--- config.mk ---
export PLATFORM = sky130hd
export DESIGN_NAME = pmc_top
export DESIGN_NICKNAME = d
export VERILOG_FILES = /design/src/design/pmc_pkg.sv /design/src/design/pmc_supply_monitor.sv /design/src/design/pmc_top.sv
export SDC_FILE = /design/constraint.sdc
export NUM_CORES = 1
export LEC_CHECK = 0
export ABC_AREA = 1
export BUFFER_PORTS_ARGS = -buffer_cell sky130_fd_sc_hd__buf_2
export CAP_MARGIN = 20
export CELL_PAD_IN_SITES_DETAIL_PLACEMENT = 2
export CELL_PAD_IN_SITES_GLOBAL_PLACEMENT = 2
export CORE_ASPECT_RATIO = 0.7
export CORE_MARGIN = 2
export CORE_UTILIZATION = 29
export DETAILED_ROUTE_END_ITERATION = 6
export PLACE_DENSITY_LB_ADDON = 0.08
export SLEW_MARGIN = 20
export SYNTH_ARGS = -nofsm -noshare
export SYNTH_HDL_FRONTEND = slang
export SYNTH_SLANG_ARGS = --single-unit
export TNS_END_PERCENT = 20
--- constraint.sdc ---
create_clock -name mclk -period 1.7 [get_ports mclk]
set_clock_uncertainty 0.1 [all_clocks]
set_input_delay 0.34 -clock mclk [delete_from_list [all_inputs] [get_ports mclk]]
set_output_delay 0.34 -clock mclk [all_outputs]
set_load 0.02 [all_outputs]
--- src/design/pmc_pkg.sv ---
// Purpose: Shared constants and types for the power mode controller.
// Assumes: One 50 MHz clock; all pin and analog inputs are synchronous to it.
// Notes:   Boot select and regulator codes are encodings local to this block.
package pmc_pkg;
  localparam int           RST_HOLD_NS     = 1000;
  localparam int           CLK_PERIOD_NS   = 20;
  localparam int           RST_HOLD_CYC    = (RST_HOLD_NS + CLK_PERIOD_NS - 1) / CLK_PERIOD_NS;
  localparam int           EXT_LINES       = 16;
  localparam logic [1:0]   BOOT_FLASH      = 2'h0;
  localparam logic [1:0]   BOOT_SYSMEM     = 2'h1;
  localparam logic [1:0]   BOOT_SRAM       = 2'h2;
  localparam logic [1:0]   LPSEL_STOP      = 2'h1;
  localparam logic [1:0]   LPSEL_STANDBY   = 2'h2;

  typedef enum logic [1:0] {
    PMC_REG_NORMAL = 2'h0,
    PMC_REG_LOWPWR = 2'h1,
    PMC_REG_OFF    = 2'h2
  } pmc_reg_mode_t;

  typedef enum logic [4:0] {
    PMC_ST_RESET   = 5'h01,
    PMC_ST_RUN     = 5'h02,
    PMC_ST_SLEEP   = 5'h04,
    PMC_ST_STOP    = 5'h08,
    PMC_ST_STANDBY = 5'h10
  } pmc_state_t;
endpackage

--- src/design/pmc_supply_monitor.sv ---
// Purpose: Supply monitor with edge selection and enable.
// Assumes: above_thr is a clean synchronous comparator output.
// Notes:   Reference value is sampled every cycle and en_q gates the first enabled cycle, so turning it on raises no event.
`timescale 1ns/1ns
`default_nettype none
module pmc_supply_monitor (
  input  wire logic mclk,
  input  wire logic rst_n,
  input  wire logic enable,
  input  wire logic on_fall,
  input  wire logic on_rise,
  input  wire logic above_thr,
  output logic      irq_q,
  output logic      level_q
);
  logic prev_q;
  logic en_q;
  // Both the old and the current enable gate a crossing, so no stray pulse follows a disable.
  wire  fell = en_q && enable && prev_q && !above_thr;
  wire  rose = en_q && enable && !prev_q && above_thr;
  wire  hit  = (fell && on_fall) || (rose && on_rise);

  always_ff @(posedge mclk or negedge rst_n) begin
    if (!rst_n) begin
      prev_q  <= 1'b1;
      en_q    <= 1'b0;
      irq_q   <= 1'b0;
      level_q <= 1'b1;
    end else begin
      en_q    <= enable;
      prev_q  <= above_thr;
      irq_q   <= hit;
      level_q <= enable ? above_thr : 1'b1;
    end
  end
endmodule
`default_nettype wire

--- src/design/pmc_top.sv ---
// Purpose: Power mode controller: reset hold, regulator mode, low-power states, wakeup, boot select.
// Assumes: Inputs synchronous to mclk; supply_ok comes from the brownout_reset comparator.
// Notes:   Backup registers live outside the core reset and are never cleared here.
`timescale 1ns/1ns
`default_nettype none
//Function
//- Hold chip reset while supply is low; release only after adequate supply.
//- Supply monitor interrupts on falling, rising or both crossings as configured.
//- Supply monitor stays inactive until software enables it.
//- Core regulator has exactly three modes: normal, low-power, off.
//- Normal in run and sleep, selectable in stop, off only in standby.
//- Regulator returns to normal mode after any reset.
//- Sleep halts only the processor clock; any interrupt or event resumes.
//- Stop gates core clocks, PLL and fast oscillators, retaining contents.
//- Any of the external event lines wakes the device from stop.
//- Standby turns off regulator, PLL, oscillators; only backup domain survives.
//- Standby exits on reset pin low, watchdog reset, wake pin rise, alarm.
//- Backup calendar, watchdog and their clocks never stop in low power.
//- Boot select pins sampled at startup choose flash, boot memory or SRAM.
//- Backup registers survive system reset, power reset and standby wakeup.
module pmc_top #(
  parameter int HOLD_CYC = pmc_pkg::RST_HOLD_CYC
) (
  input  wire logic                          mclk,
  input  wire logic                          reset_pin,
  input  wire logic                          supply_ok,
  input  wire logic                          supply_above_thr,
  input  wire logic                          supply_monitor_en,
  input  wire logic                          supply_monitor_on_fall,
  input  wire logic                          supply_monitor_on_rise,
  input  wire logic [1:0]                    lp_mode_sel,
  input  wire logic                          stop_lowpwr_sel,
  input  wire logic                          cpu_wait_req,
  input  wire logic                          cpu_irq_or_event,
  input  wire logic [pmc_pkg::EXT_LINES-1:0] external_event_lines,
  input  wire logic                          calendar_alarm,
  input  wire logic                          usb_otg_port_wake,
  input  wire logic                          analog_comparator_wake,
  input  wire logic                          reset_pin_n,
  input  wire logic                          watchdog_reset,
  input  wire logic                          wake_pin,
  input  wire logic                          boot_select_low,
  input  wire logic                          boot_select_high,
  output pmc_pkg::pmc_reg_mode_t             core_regulator_mode_q,
  output logic                               chip_reset_n_q,
  output logic                               cpu_clk_en_q,
  output logic                               core_clk_en_q,
  output logic                               pll_en_q,
  output logic                               internal_fast_osc_en_q,
  output logic                               external_fast_osc_en_q,
  output logic                               backup_domain_keep_q,
  output logic                               supply_monitor_irq_q,
  output logic                               supply_monitor_level_q,
  output logic [1:0]                         boot_source_q,
  output pmc_pkg::pmc_state_t                state_q
);
  import pmc_pkg::*;

  localparam int CW = $clog2(HOLD_CYC + 1);

  logic          rs1_q;
  logic          rs2_q;
  logic [CW-1:0] hold_q;
  logic          wake_prev_q;
  logic          boot_done_q;
  pmc_state_t    state_d;
  pmc_reg_mode_t reg_d;

  function automatic pmc_reg_mode_t reg_for(input pmc_state_t st, input logic lp);
    unique case (st)
      PMC_ST_STOP:    reg_for = lp ? PMC_REG_LOWPWR : PMC_REG_NORMAL;
      PMC_ST_STANDBY: reg_for = PMC_REG_OFF;
      default:        reg_for = PMC_REG_NORMAL;
    endcase
  endfunction

  // Reset release is synchronised; the supply must hold good for the whole count.
  wire rst_n      = rs2_q;
  wire hold_done  = (hold_q == CW'(HOLD_CYC));
  wire wake_rise  = wake_pin && !wake_prev_q;
  wire stop_wake  = (|external_event_lines) || supply_monitor_irq_q || calendar_alarm
                    || usb_otg_port_wake || analog_comparator_wake;
  wire stby_wake  = !reset_pin_n || watchdog_reset || wake_rise || calendar_alarm;
  wire lp_req     = cpu_wait_req && !cpu_irq_or_event;
  wire [1:0] boot_pins = {boot_select_high, boot_select_low};
  wire [1:0] boot_dec  = !boot_pins[0] ? BOOT_FLASH : (boot_pins[1] ? BOOT_SRAM : BOOT_SYSMEM);

  // A brownout overrides every state, so a supply dip in any low-power state lands in reset.
  always_comb begin
    state_d = state_q;
    unique case (state_q)
      PMC_ST_RESET:   if (hold_done) state_d = PMC_ST_RUN;
      PMC_ST_RUN: begin
        if (lp_req) begin
          if (lp_mode_sel == LPSEL_STANDBY) state_d = PMC_ST_STANDBY;
          else if (lp_mode_sel == LPSEL_STOP) state_d = PMC_ST_STOP;
          else state_d = PMC_ST_SLEEP;
        end
      end
      PMC_ST_SLEEP:   if (cpu_irq_or_event || stop_wake) state_d = PMC_ST_RUN;
      PMC_ST_STOP:    if (stop_wake) state_d = PMC_ST_RUN;
      PMC_ST_STANDBY: if (stby_wake) state_d = PMC_ST_RESET;
      default:        state_d = PMC_ST_RESET;
    endcase
    if (!supply_ok) state_d = PMC_ST_RESET;
  end

  assign reg_d = reg_for(state_d, stop_lowpwr_sel);

  always_ff @(posedge mclk or negedge reset_pin) begin
    if (!reset_pin) begin
      rs1_q <= 1'b0;
      rs2_q <= 1'b0;
    end else begin
      rs1_q <= 1'b1;
      rs2_q <= rs1_q;
    end
  end

  // The hold counter restarts whenever the supply dips, so a brownout stretches reset.
  always_ff @(posedge mclk or negedge rst_n) begin
    if (!rst_n) begin
      hold_q <= '0;
    end else if (state_q != PMC_ST_RESET || !supply_ok) begin
      hold_q <= '0;
    end else if (!hold_done) begin
      hold_q <= hold_q + CW'(1);
    end
  end

  // The regulator code follows the next state so it never lags a mode change by a cycle.
  always_ff @(posedge mclk or negedge rst_n) begin
    if (!rst_n) begin
      state_q               <= PMC_ST_RESET;
      core_regulator_mode_q <= PMC_REG_NORMAL;
    end else begin
      state_q               <= state_d;
      core_regulator_mode_q <= reg_d;
    end
  end

  // The edge detector resets to the pin's idle low level, so standby only sees a real rise.
  always_ff @(posedge mclk or negedge rst_n) begin
    if (!rst_n) begin
      wake_prev_q <= 1'b0;
    end else begin
      wake_prev_q <= wake_pin;
    end
  end

  // Enables follow the next state so they switch on the same edge as state_q.
  wire nx_reset     = (state_d == PMC_ST_RESET);
  wire nx_run       = (state_d == PMC_ST_RUN);
  wire nx_sleep     = (state_d == PMC_ST_SLEEP);
  wire nx_stop      = (state_d == PMC_ST_STOP);
  wire nx_stby      = (state_d == PMC_ST_STANDBY);
  wire nx_awake     = nx_run || nx_sleep;
  wire chip_rst_n_d = !nx_reset && !nx_stby;
  wire int_osc_d    = !nx_stop && !nx_stby;

  always_ff @(posedge mclk or negedge rst_n) begin
    if (!rst_n) begin
      chip_reset_n_q <= 1'b0;
    end else begin
      chip_reset_n_q <= chip_rst_n_d;
    end
  end

  always_ff @(posedge mclk or negedge rst_n) begin
    if (!rst_n) begin
      cpu_clk_en_q  <= 1'b0;
      core_clk_en_q <= 1'b0;
    end else begin
      cpu_clk_en_q  <= nx_run;
      core_clk_en_q <= nx_awake;
    end
  end

  // The internal oscillator runs through reset because the chip restarts on it.
  always_ff @(posedge mclk or negedge rst_n) begin
    if (!rst_n) begin
      pll_en_q               <= 1'b0;
      internal_fast_osc_en_q <= 1'b1;
      external_fast_osc_en_q <= 1'b0;
    end else begin
      pll_en_q               <= nx_awake;
      internal_fast_osc_en_q <= int_osc_d;
      external_fast_osc_en_q <= nx_awake;
    end
  end

  // The backup keep flag has no reset term: the backup domain sits outside every reset.
  always_ff @(posedge mclk) begin
    backup_domain_keep_q <= 1'b1;
  end

  // Boot pins are caught once, one cycle after reset is released to the chip.
  always_ff @(posedge mclk or negedge rst_n) begin
    if (!rst_n) begin
      boot_done_q   <= 1'b0;
      boot_source_q <= BOOT_FLASH;
    end else if (state_q == PMC_ST_RESET) begin
      boot_done_q   <= 1'b0;
    end else if (!boot_done_q) begin
      boot_done_q   <= 1'b1;
      boot_source_q <= boot_dec;
    end
  end

  pmc_supply_monitor pmc_supply_monitor_inst (
    .mclk      (mclk),
    .rst_n     (rst_n),
    .enable    (supply_monitor_en),
    .on_fall   (supply_monitor_on_fall),
    .on_rise   (supply_monitor_on_rise),
    .above_thr (supply_above_thr),
    .irq_q     (supply_monitor_irq_q),
    .level_q   (supply_monitor_level_q)
  );
endmodule
`default_nettype wire
==> impl_metrics.csv, run 1 <==
group,metric,value,unit
critical_path,worstSetupStartpointType,"register",
clocking,clock-sinks,27,
route,first_pass_iters,2,
sta,drv_slew,0,
synthesis,synth.distinct_cells,33,
critical_path,r2r-end,"internal_fast_osc_en_q",
synthesis,synth.largest_area_cell,"sky130_fd_sc_hd__dfrtp_1",
cells_and_area,drive_gt1_share,47.1,%
route,drt_first_iter_violations,31,
critical_path,cpMostUsedCell,"sky130_fd_sc_hd__nor2_4",
synthesis,syn_area_per_cell,8.31,sq um
cells_and_area,finish.cell_count_without_fillers,313,
global_routing,first_global_vias,1515,
synthesis,ys_ff_latch,27,
critical_path,cpMaxStageDelayCell,"sky130_fd_sc_hd__dfrtp_2",
critical_path,crit-reg2reg-launch,"state_q[2]",
global_routing,grt_max_degree,22,
hold_path,timing.hold.worst_endpoint,"pmc_supply_monitor_inst.prev_q",
cells_and_area,area.growth.synth_to_final,35.0,%
global_routing,gr-usage-all-layers,15.5,%
route,drt.antenna.violating_nets,0,
synthesis,synth.top_cell.area_share,38.5,%
synthesis,synthMostInstantiatedCell,"sky130_fd_sc_hd__nand2_1",
critical_path,end_kind,"register",
clocking,clock-root-buffer,"sky130_fd_sc_hd__clkbuf_8",
route,total_routed_length,4.21,mm
global_routing,grt_first_pass_wirelength,7.10,mm
sta,setup-violations-final,1,
critical_path,startpoint,"state_q[2]",
floorplanning,die-area,5760,sq um
placed_design,detailedPlace.worstSlack,-0.000604,ns
cells_and_area,fill_cells,582,
synthesis,synth.top_cells.by_count,"38 x sky130_fd_sc_hd__nand2_1, 23 x sky130_fd_sc_hd__dfrtp_1, 22 x sky130_fd_sc_hd__inv_1, 22 x sky130_fd_sc_hd__nor2_1, 9 x sky130_fd_sc_hd__nand3_1",
critical_path,critPathMaxStageDelay,0.43,ns
synthesis,synthesis.instances,180,
critical_path,crit_chain,"buf_4 -> inv_2 -> nand3_1 -> nor2_2 -> nor2_1 -> nand2_1 -> nand2_2 -> nor2_4 -> nand3b_4 -> nor2_4 -> o21ai_2",
hold_path,hold_start,"supply_above_thr",
critical_path,crit_required,1.80,ns
sta,final_min_period_over_clock_period,100,%
critical_path,worstPathMaxFanout,3,
sta,final_period_minus_worst_setup_slack,1.70,ns
status,violations,"setup timing",
global_routing,number_of_antenna_violations_at_the_first_check_in_global_routing,0,
sta,hold_violations,0,
cells_and_area,final_nets,285,
route,via_count_of_the_routed_design,1377,
floorplanning,die_h,64.1,um
critical_path,crit_arrival,1.80,ns
sta,fin_setup_tns,-0.00150,ns
clocking,clk_path_buf_depth,2,
sta,max_freq,588,MHz
clocking,cts_made_buffers,3,
clocking,clock_latency_late_sink,0.27,ns
floorplanning,floorplan.initialDensity,30.6,%
synthesis,synth.top_cells.by_area,"sky130_fd_sc_hd__dfrtp_1 38%, sky130_fd_sc_hd__nand2_1 9.5%, sky130_fd_sc_hd__dfstp_2 7.0%, sky130_fd_sc_hd__inv_1 5.5%, sky130_fd_sc_hd__nor2_1 5.5%",
sta,layout_setup_ws,-0.00150,ns
placed_design,place_area,1850,sq um
synthesis,synth-async-reset-ratio,100,%
synthesis,yosysWarnings,0,
power_and_ir_drop,post-layout-total-power,1.17,mW
cells_and_area,finish.utilization,41.3,%
placed_design,post-place-cells,303,
floorplanning,die_x,89.9,um
floorplanning,fp-row-count,21,
global_routing,overflow,0,
sta,rsz0062_at_grt,"true",
critical_path,reg2regPathDepth,11,
synthesis,sequential_element_share_of_the_synthesized_area,45.5,%
critical_path,reg2reg_slack,-0.002,ns
synthesis,synth-edff-count,0,
hold_path,worstHoldPathType,"input port to register",
route,detail_route.wl_per_cell,13.5,um
clocking,clock_tree.htree_level_count,1,
clocking,tritoncts,"yes",
synthesis,syn-cell-area,1500,sq um
floorplanning,io_pins,54,
clocking,clk_transition_reported_paths,0.09,ns
route,drt_drc_violations_left,0,
cells_and_area,post-route-cell-area,2020,sq um
flow_run,max_cap_violations,0,
critical_path,path_class,"register to register",
synthesis,ys_dominant_reg_cell,"sky130_fd_sc_hd__dfrtp_1",
hold_path,worst_hold_path.num_cells,1,
power_and_ir_drop,power_per_cell_area,579,nW/um^2
placed_design,place_hpwl,3.49,mm
placed_design,gp_congestion,0.749,
power_and_ir_drop,max-vdd-ir-drop,0.330,mV
cells_and_area,antennaDiodeCount,0,
placed_design,port-buffer-count,52,
route,detail_route.vias_per_cell,4.40,
status,outcome,"complete, but fails checks",
power_and_ir_drop,static-leakage-power,1.04,nW
floorplanning,fp.coreArea,4890,sq um
sta,finalHoldWorstSlack,0.0845,ns
==> repair_timing <==
item,CTS,global route
endpoints found under the hold margin,4,0
buffers inserted,0,4
resized for setup,0,19
hold buffers,2,0
endpoints found under the setup margin,0,7
==> power breakdown <==
part	leakage (nW)	switching (mW)	internal [mW]
clock network	0.0228	0.186	0.168
registers	0.343	0.0126	0.663
logic	0.669	0.0791	0.0616
==> critical path, delay by kind of cell (launching register included) <==
family | cells | cell delay, ns
compound gates | 1 | 0.06
buf+inv | 2 | 0.20
flops | 1 | 0.43
simple gates | 8 | 0.85
==> worst max path at each step <==
stage / end / slack [ns] / depth (start not counted)
after floorplan: internal_fast_osc_en_q / 0.14 / 9
after global placement: external_fast_osc_en_q / 0.02 / 12
after detailed placement: external_fast_osc_en_q / -0.0006 / 12
after CTS: internal_fast_osc_en_q / 0.02 / 11
after global routing: internal_fast_osc_en_q / -0.15 / 10
final: internal_fast_osc_en_q / -0.002 / 11
==> per-layer routing <==
layer / wire, um / up-vias / track usage (%)
met5: 0 / - / 0
met4: 13 / 0 / 2.31
met3: 202 / 2 / 4.01
met2: 2170 / 34 / 29.5
met1: 1830 / 663 / 18.2
li1: - / 678 / -
==> registers in the layout (all words and copies together), names as in the netlist <==
| register | cells |
|---|---|
| rs2_q | 1 |
| pmc_supply_monitor_inst.en_q | 1 |
| rs1_q | 1 |
| pmc_supply_monitor_inst.prev_q | 1 |
| pmc_supply_monitor_inst.irq_q | 1 |
| internal_fast_osc_en_q | 1 |
| core_regulator_mode_q | 2 |
| wake_prev_q | 1 |
| hold_q | 6 |
| boot_done_q | 1 |
| state_q | 5 |
| cpu_clk_en_q | 1 |
| boot_source_q | 2 |
| pmc_supply_monitor_inst.level_q | 1 |
| chip_reset_n_q | 1 |
| external_fast_osc_en_q | 1 |
==> logic make-up after synthesis <==
kind of cell | count (synthesis) | synth area share (%)
compound gates | 17 | 7.19
xor+xnor | 2 | 1.17
fa+ha+maj | 4 | 3.34
buf+inv | 32 | 8.78
flops | 27 | 45.5
other cells | 1 | 0.251
simple gates | 97 | 33.8
==> layout make-up <==
cell class	count	area (sq um)	share of cell area [%]
well taps	69	86.3	4.27
flip-flops and latches	27	683	33.8
multi-input cells	122	744	36.8
repair buffers	62	353	17.5
clock buffers	4	45.0	2.23
inverters	29	109	5.39
==> layout by cell type, fill, tap and decap left out, types with 4 or more instances in the layout <==
master	netlist	layout
sky130_fd_sc_hd__a21oi_1	5	4
sky130_fd_sc_hd__buf_2	0	52
sky130_fd_sc_hd__buf_4	3	7
sky130_fd_sc_hd__dfrtp_1	23	21
sky130_fd_sc_hd__dfstp_2	4	4
sky130_fd_sc_hd__ha_1	4	4
sky130_fd_sc_hd__inv_1	22	19
sky130_fd_sc_hd__inv_2	7	10
sky130_fd_sc_hd__nand2_1	38	33
sky130_fd_sc_hd__nand2_2	3	8
sky130_fd_sc_hd__nand3_1	9	7
sky130_fd_sc_hd__nor2_1	22	20
sky130_fd_sc_hd__nor2_2	6	6
sky130_fd_sc_hd__nor2_4	6	8
sky130_fd_sc_hd__o21ai_0	5	5
(Power assumes the default switching activity.)
==> run 2, diff against run 1 <==
--- a/config.mk
+++ b/config.mk
@@ -12,7 +12,7 @@
 export CELL_PAD_IN_SITES_GLOBAL_PLACEMENT = 2
 export CORE_ASPECT_RATIO = 0.7
 export CORE_MARGIN = 2
-export CORE_UTILIZATION = 29
+export CORE_UTILIZATION = 27
 export DETAILED_ROUTE_END_ITERATION = 6
 export PLACE_DENSITY_LB_ADDON = 0.08
 export SLEW_MARGIN = 20
==> constraint.sdc (replaced) <==
create_clock -name mclk -period 1.9 [get_ports mclk]
set_clock_uncertainty 0.1 [all_clocks]
set_input_delay 0.38 -clock mclk [delete_from_list [all_inputs] [get_ports mclk]]
set_output_delay 0.38 -clock mclk [all_outputs]
set_load 0.02 [all_outputs]
==> run 2 against run 1 <==
The run now ends clean. Non-clock buffer count down 8. Sequential share of layout area up 2.2 points. Utilization down 5.6 points. Largest power group unchanged. Wire length down 1.0%. Critical endpoint unchanged. Design area down 6.4%. Worst setup slack better by 0.17 ns.
==> impl_metrics.csv, run 2 (synthesis gave the netlist of run 1 again) <==
group,metric,value,unit
status,outcome,"complete, no violations",
floorplanning,io_pins,54,
floorplanning,die-area,6160,sq um
route,detail_route.vias_per_cell,4.41,
global_routing,number_of_antenna_violations_at_the_first_check_in_global_routing,0,
critical_path,crit-reg2reg-launch,"state_q[0]",
placed_design,place_hpwl,3.58,mm
floorplanning,fp.coreArea,5290,sq um
clocking,postCtsResizedCells,0,
sta,fin_setup_tns,0,ns
critical_path,worstPathMaxFanout,4,
power_and_ir_drop,seq_power_share,57.1,%
route,detail_route.wl_per_cell,13.5,um
route,drt_first_iter_violations,29,
power_and_ir_drop,power_per_cell_area,559,nW/um^2
cells_and_area,antennaDiodeCount,0,
sta,drv_slew,0,
cells_and_area,final_nets,277,
hold_path,worstHoldPathType,"input port to register",
clocking,cts_made_buffers,3,
global_routing,grt_max_degree,26,
cells_and_area,area.growth.synth_to_final,26.4,%
floorplanning,die_h,66.3,um
power_and_ir_drop,combinationalPowerShare,11.3,%
placed_design,post-place-cells,303,
clocking,clk_transition_reported_paths,0.10,ns
sta,final_min_period_over_clock_period,91.0,%
power_and_ir_drop,p_int,0.790,mW
route,via_count_of_the_routed_design,1359,
critical_path,crit_chain,"inv_1 -> nand2_1 -> nor2_4 -> nand2_1 -> and2_1 -> nand2_1 -> nand3b_2 -> nor2_2 -> o21ai_2",
critical_path,reg2reg_slack,0.17,ns
cells_and_area,largest_registers_ranked_by_flip_flop_count,"hold_q (6), state_q (5)",
clocking,clock-root-buffer,"sky130_fd_sc_hd__clkbuf_8",
floorplanning,floorplan.initialDensity,28.3,%
clocking,clock-sinks,27,
critical_path,cpMostUsedCell,"sky130_fd_sc_hd__nand2_1",
floorplanning,die_x,93.0,um
power_and_ir_drop,clock_power_share,31.6,%
critical_path,end_kind,"register",
global_routing,gr-usage-all-layers,15.1,%
global_routing,first_global_vias,1572,
power_and_ir_drop,max-vdd-ir-drop,0.247,mV
placed_design,port-buffer-count,52,
cells_and_area,largest_register_ff_count,6,
clocking,tritoncts,"yes",
placed_design,place_area,1840,sq um
cells_and_area,post-route-cell-area,1890,sq um
cells_and_area,top_register,"hold_q",
clocking,clock_latency_late_sink,0.28,ns
critical_path,crit_required,2.02,ns
sta,setup-violations-final,0,
critical_path,worstSetupStartpointType,"register",
critical_path,critPathMaxStageDelay,0.57,ns
global_routing,overflow,0,
critical_path,crit_arrival,1.85,ns
critical_path,crit_path_end,"internal_fast_osc_en_q",
route,drt_drc_violations_left,0,
clocking,cts_setup_buffers,0,
critical_path,startpoint,"state_q[0]",
route,first_pass_iters,3,
critical_path,cpMaxStageDelayCell,"sky130_fd_sc_hd__dfstp_2",
flow_run,max_cap_violations,0,
cells_and_area,finish.cell_count_without_fillers,308,
critical_path,path_class,"register to register",
cells_and_area,finish.utilization,35.8,%
clocking,clk_path_buf_depth,2,
floorplanning,fp-row-count,22,
cells_and_area,final_common_cell,"sky130_fd_sc_hd__buf_2",
route,drt.antenna.violating_nets,0,
sta,final_period_minus_worst_setup_slack,1.73,ns
cells_and_area,drive_gt1_share,39.4,%
critical_path,r2r-end,"internal_fast_osc_en_q",
global_routing,grt_first_pass_wirelength,7.17,mm
power_and_ir_drop,static-leakage-power,1.00,nW
power_and_ir_drop,netSwitchingPower,0.266,mW
sta,rsz0062_at_grt,"false",
sta,hold_violations,0,
route,total_routed_length,4.17,mm
power_and_ir_drop,p_sw_share,25.2,%
placed_design,gp_congestion,0.809,
sta,max_freq,578,MHz
cells_and_area,most-common-layout-cells,"52 x sky130_fd_sc_hd__buf_2, 38 x sky130_fd_sc_hd__nand2_1, 23 x sky130_fd_sc_hd__dfrtp_1",
clocking,clock_tree.htree_level_count,1,
critical_path,reg2regPathDepth,9,
## run 2: cell types whose count changed in the layout (fill, tap and decap cells not counted), sizes merged
cell	change
buf	-7
clkbuf	-1
clkinv	+1
dlygate4sd3	-1
## run 2: per-stage QoR
step                      worst slack, ns  hold slack, ns  power, mW
after floorplan                     0.338         -0.0156      0.670
after global placement              0.170          0.0639      0.727
after detailed placement            0.117          0.0666      0.736
after CTS                           0.154           0.103       1.08
after global routing              0.00365           0.103       1.12
final                               0.171           0.116       1.06
## run 2: power by group through the flow
stage / Combinational [mW] / Clock [mW] / Sequential (mW)
floorplan: 0.0412 / 0 / 0.628
global placement: 0.113 / 0 / 0.614
detailed placement: 0.121 / 0 / 0.615
CTS: 0.124 / 0.356 / 0.604
global route: 0.137 / 0.373 / 0.606
finish: 0.119 / 0.334 / 0.603
## run 2: worst max-delay path: cells and delay by family (launching register included)
kind	cells	cell delay, ns
AO/OA/AOI/OAI	1	0.06
buffers and inverters	1	0.05
flip-flops	1	0.57
AND/OR/NAND/NOR	7	0.88
## run 2: area by class of cell
class	instances	area, sq um
clock buffer	3	41.3
timing repair buffer	54	278
clock inverter	1	5.00
sequential	27	681
inverter	29	109
multi-input combinational	122	688
tap	72	90.1
fill	643	3390
## run 2: what timing repair did
| action | 4_1_cts | 5_1_grt |
|---|---|---|
| setup endpoints to repair | 0 | 0 |
| hold buffers | 1 | 0 |
| endpoints found under the hold margin | 2 | 0 |
## run 2: metal layers
metal / global-route usage [%] / wire length (um)
met1: 17.7 / 1780
met4: 2.57 / 12
met2: 28.1 / 2190
met3: 4.33 / 185
met5: 0 / 0
## run 2: how the worst min path moves through the flow
| stage | to | depth (start not counted) | start | slack [ns] |
|---|---|---|---|---|
| final | pmc_supply_monitor_inst.prev_q | 1 | supply_above_thr | 0.12 |
| after CTS | pmc_supply_monitor_inst.prev_q | 1 | supply_above_thr | 0.10 |
| after global routing | pmc_supply_monitor_inst.prev_q | 1 | supply_above_thr | 0.10 |
| after detailed placement | rs1_q | 1 | reset_pin | 0.07 |
| after global placement | rs2_q | 1 | reset_pin | 0.06 |
| after floorplan | rs1_q | 0 | reset_pin | -0.02 |
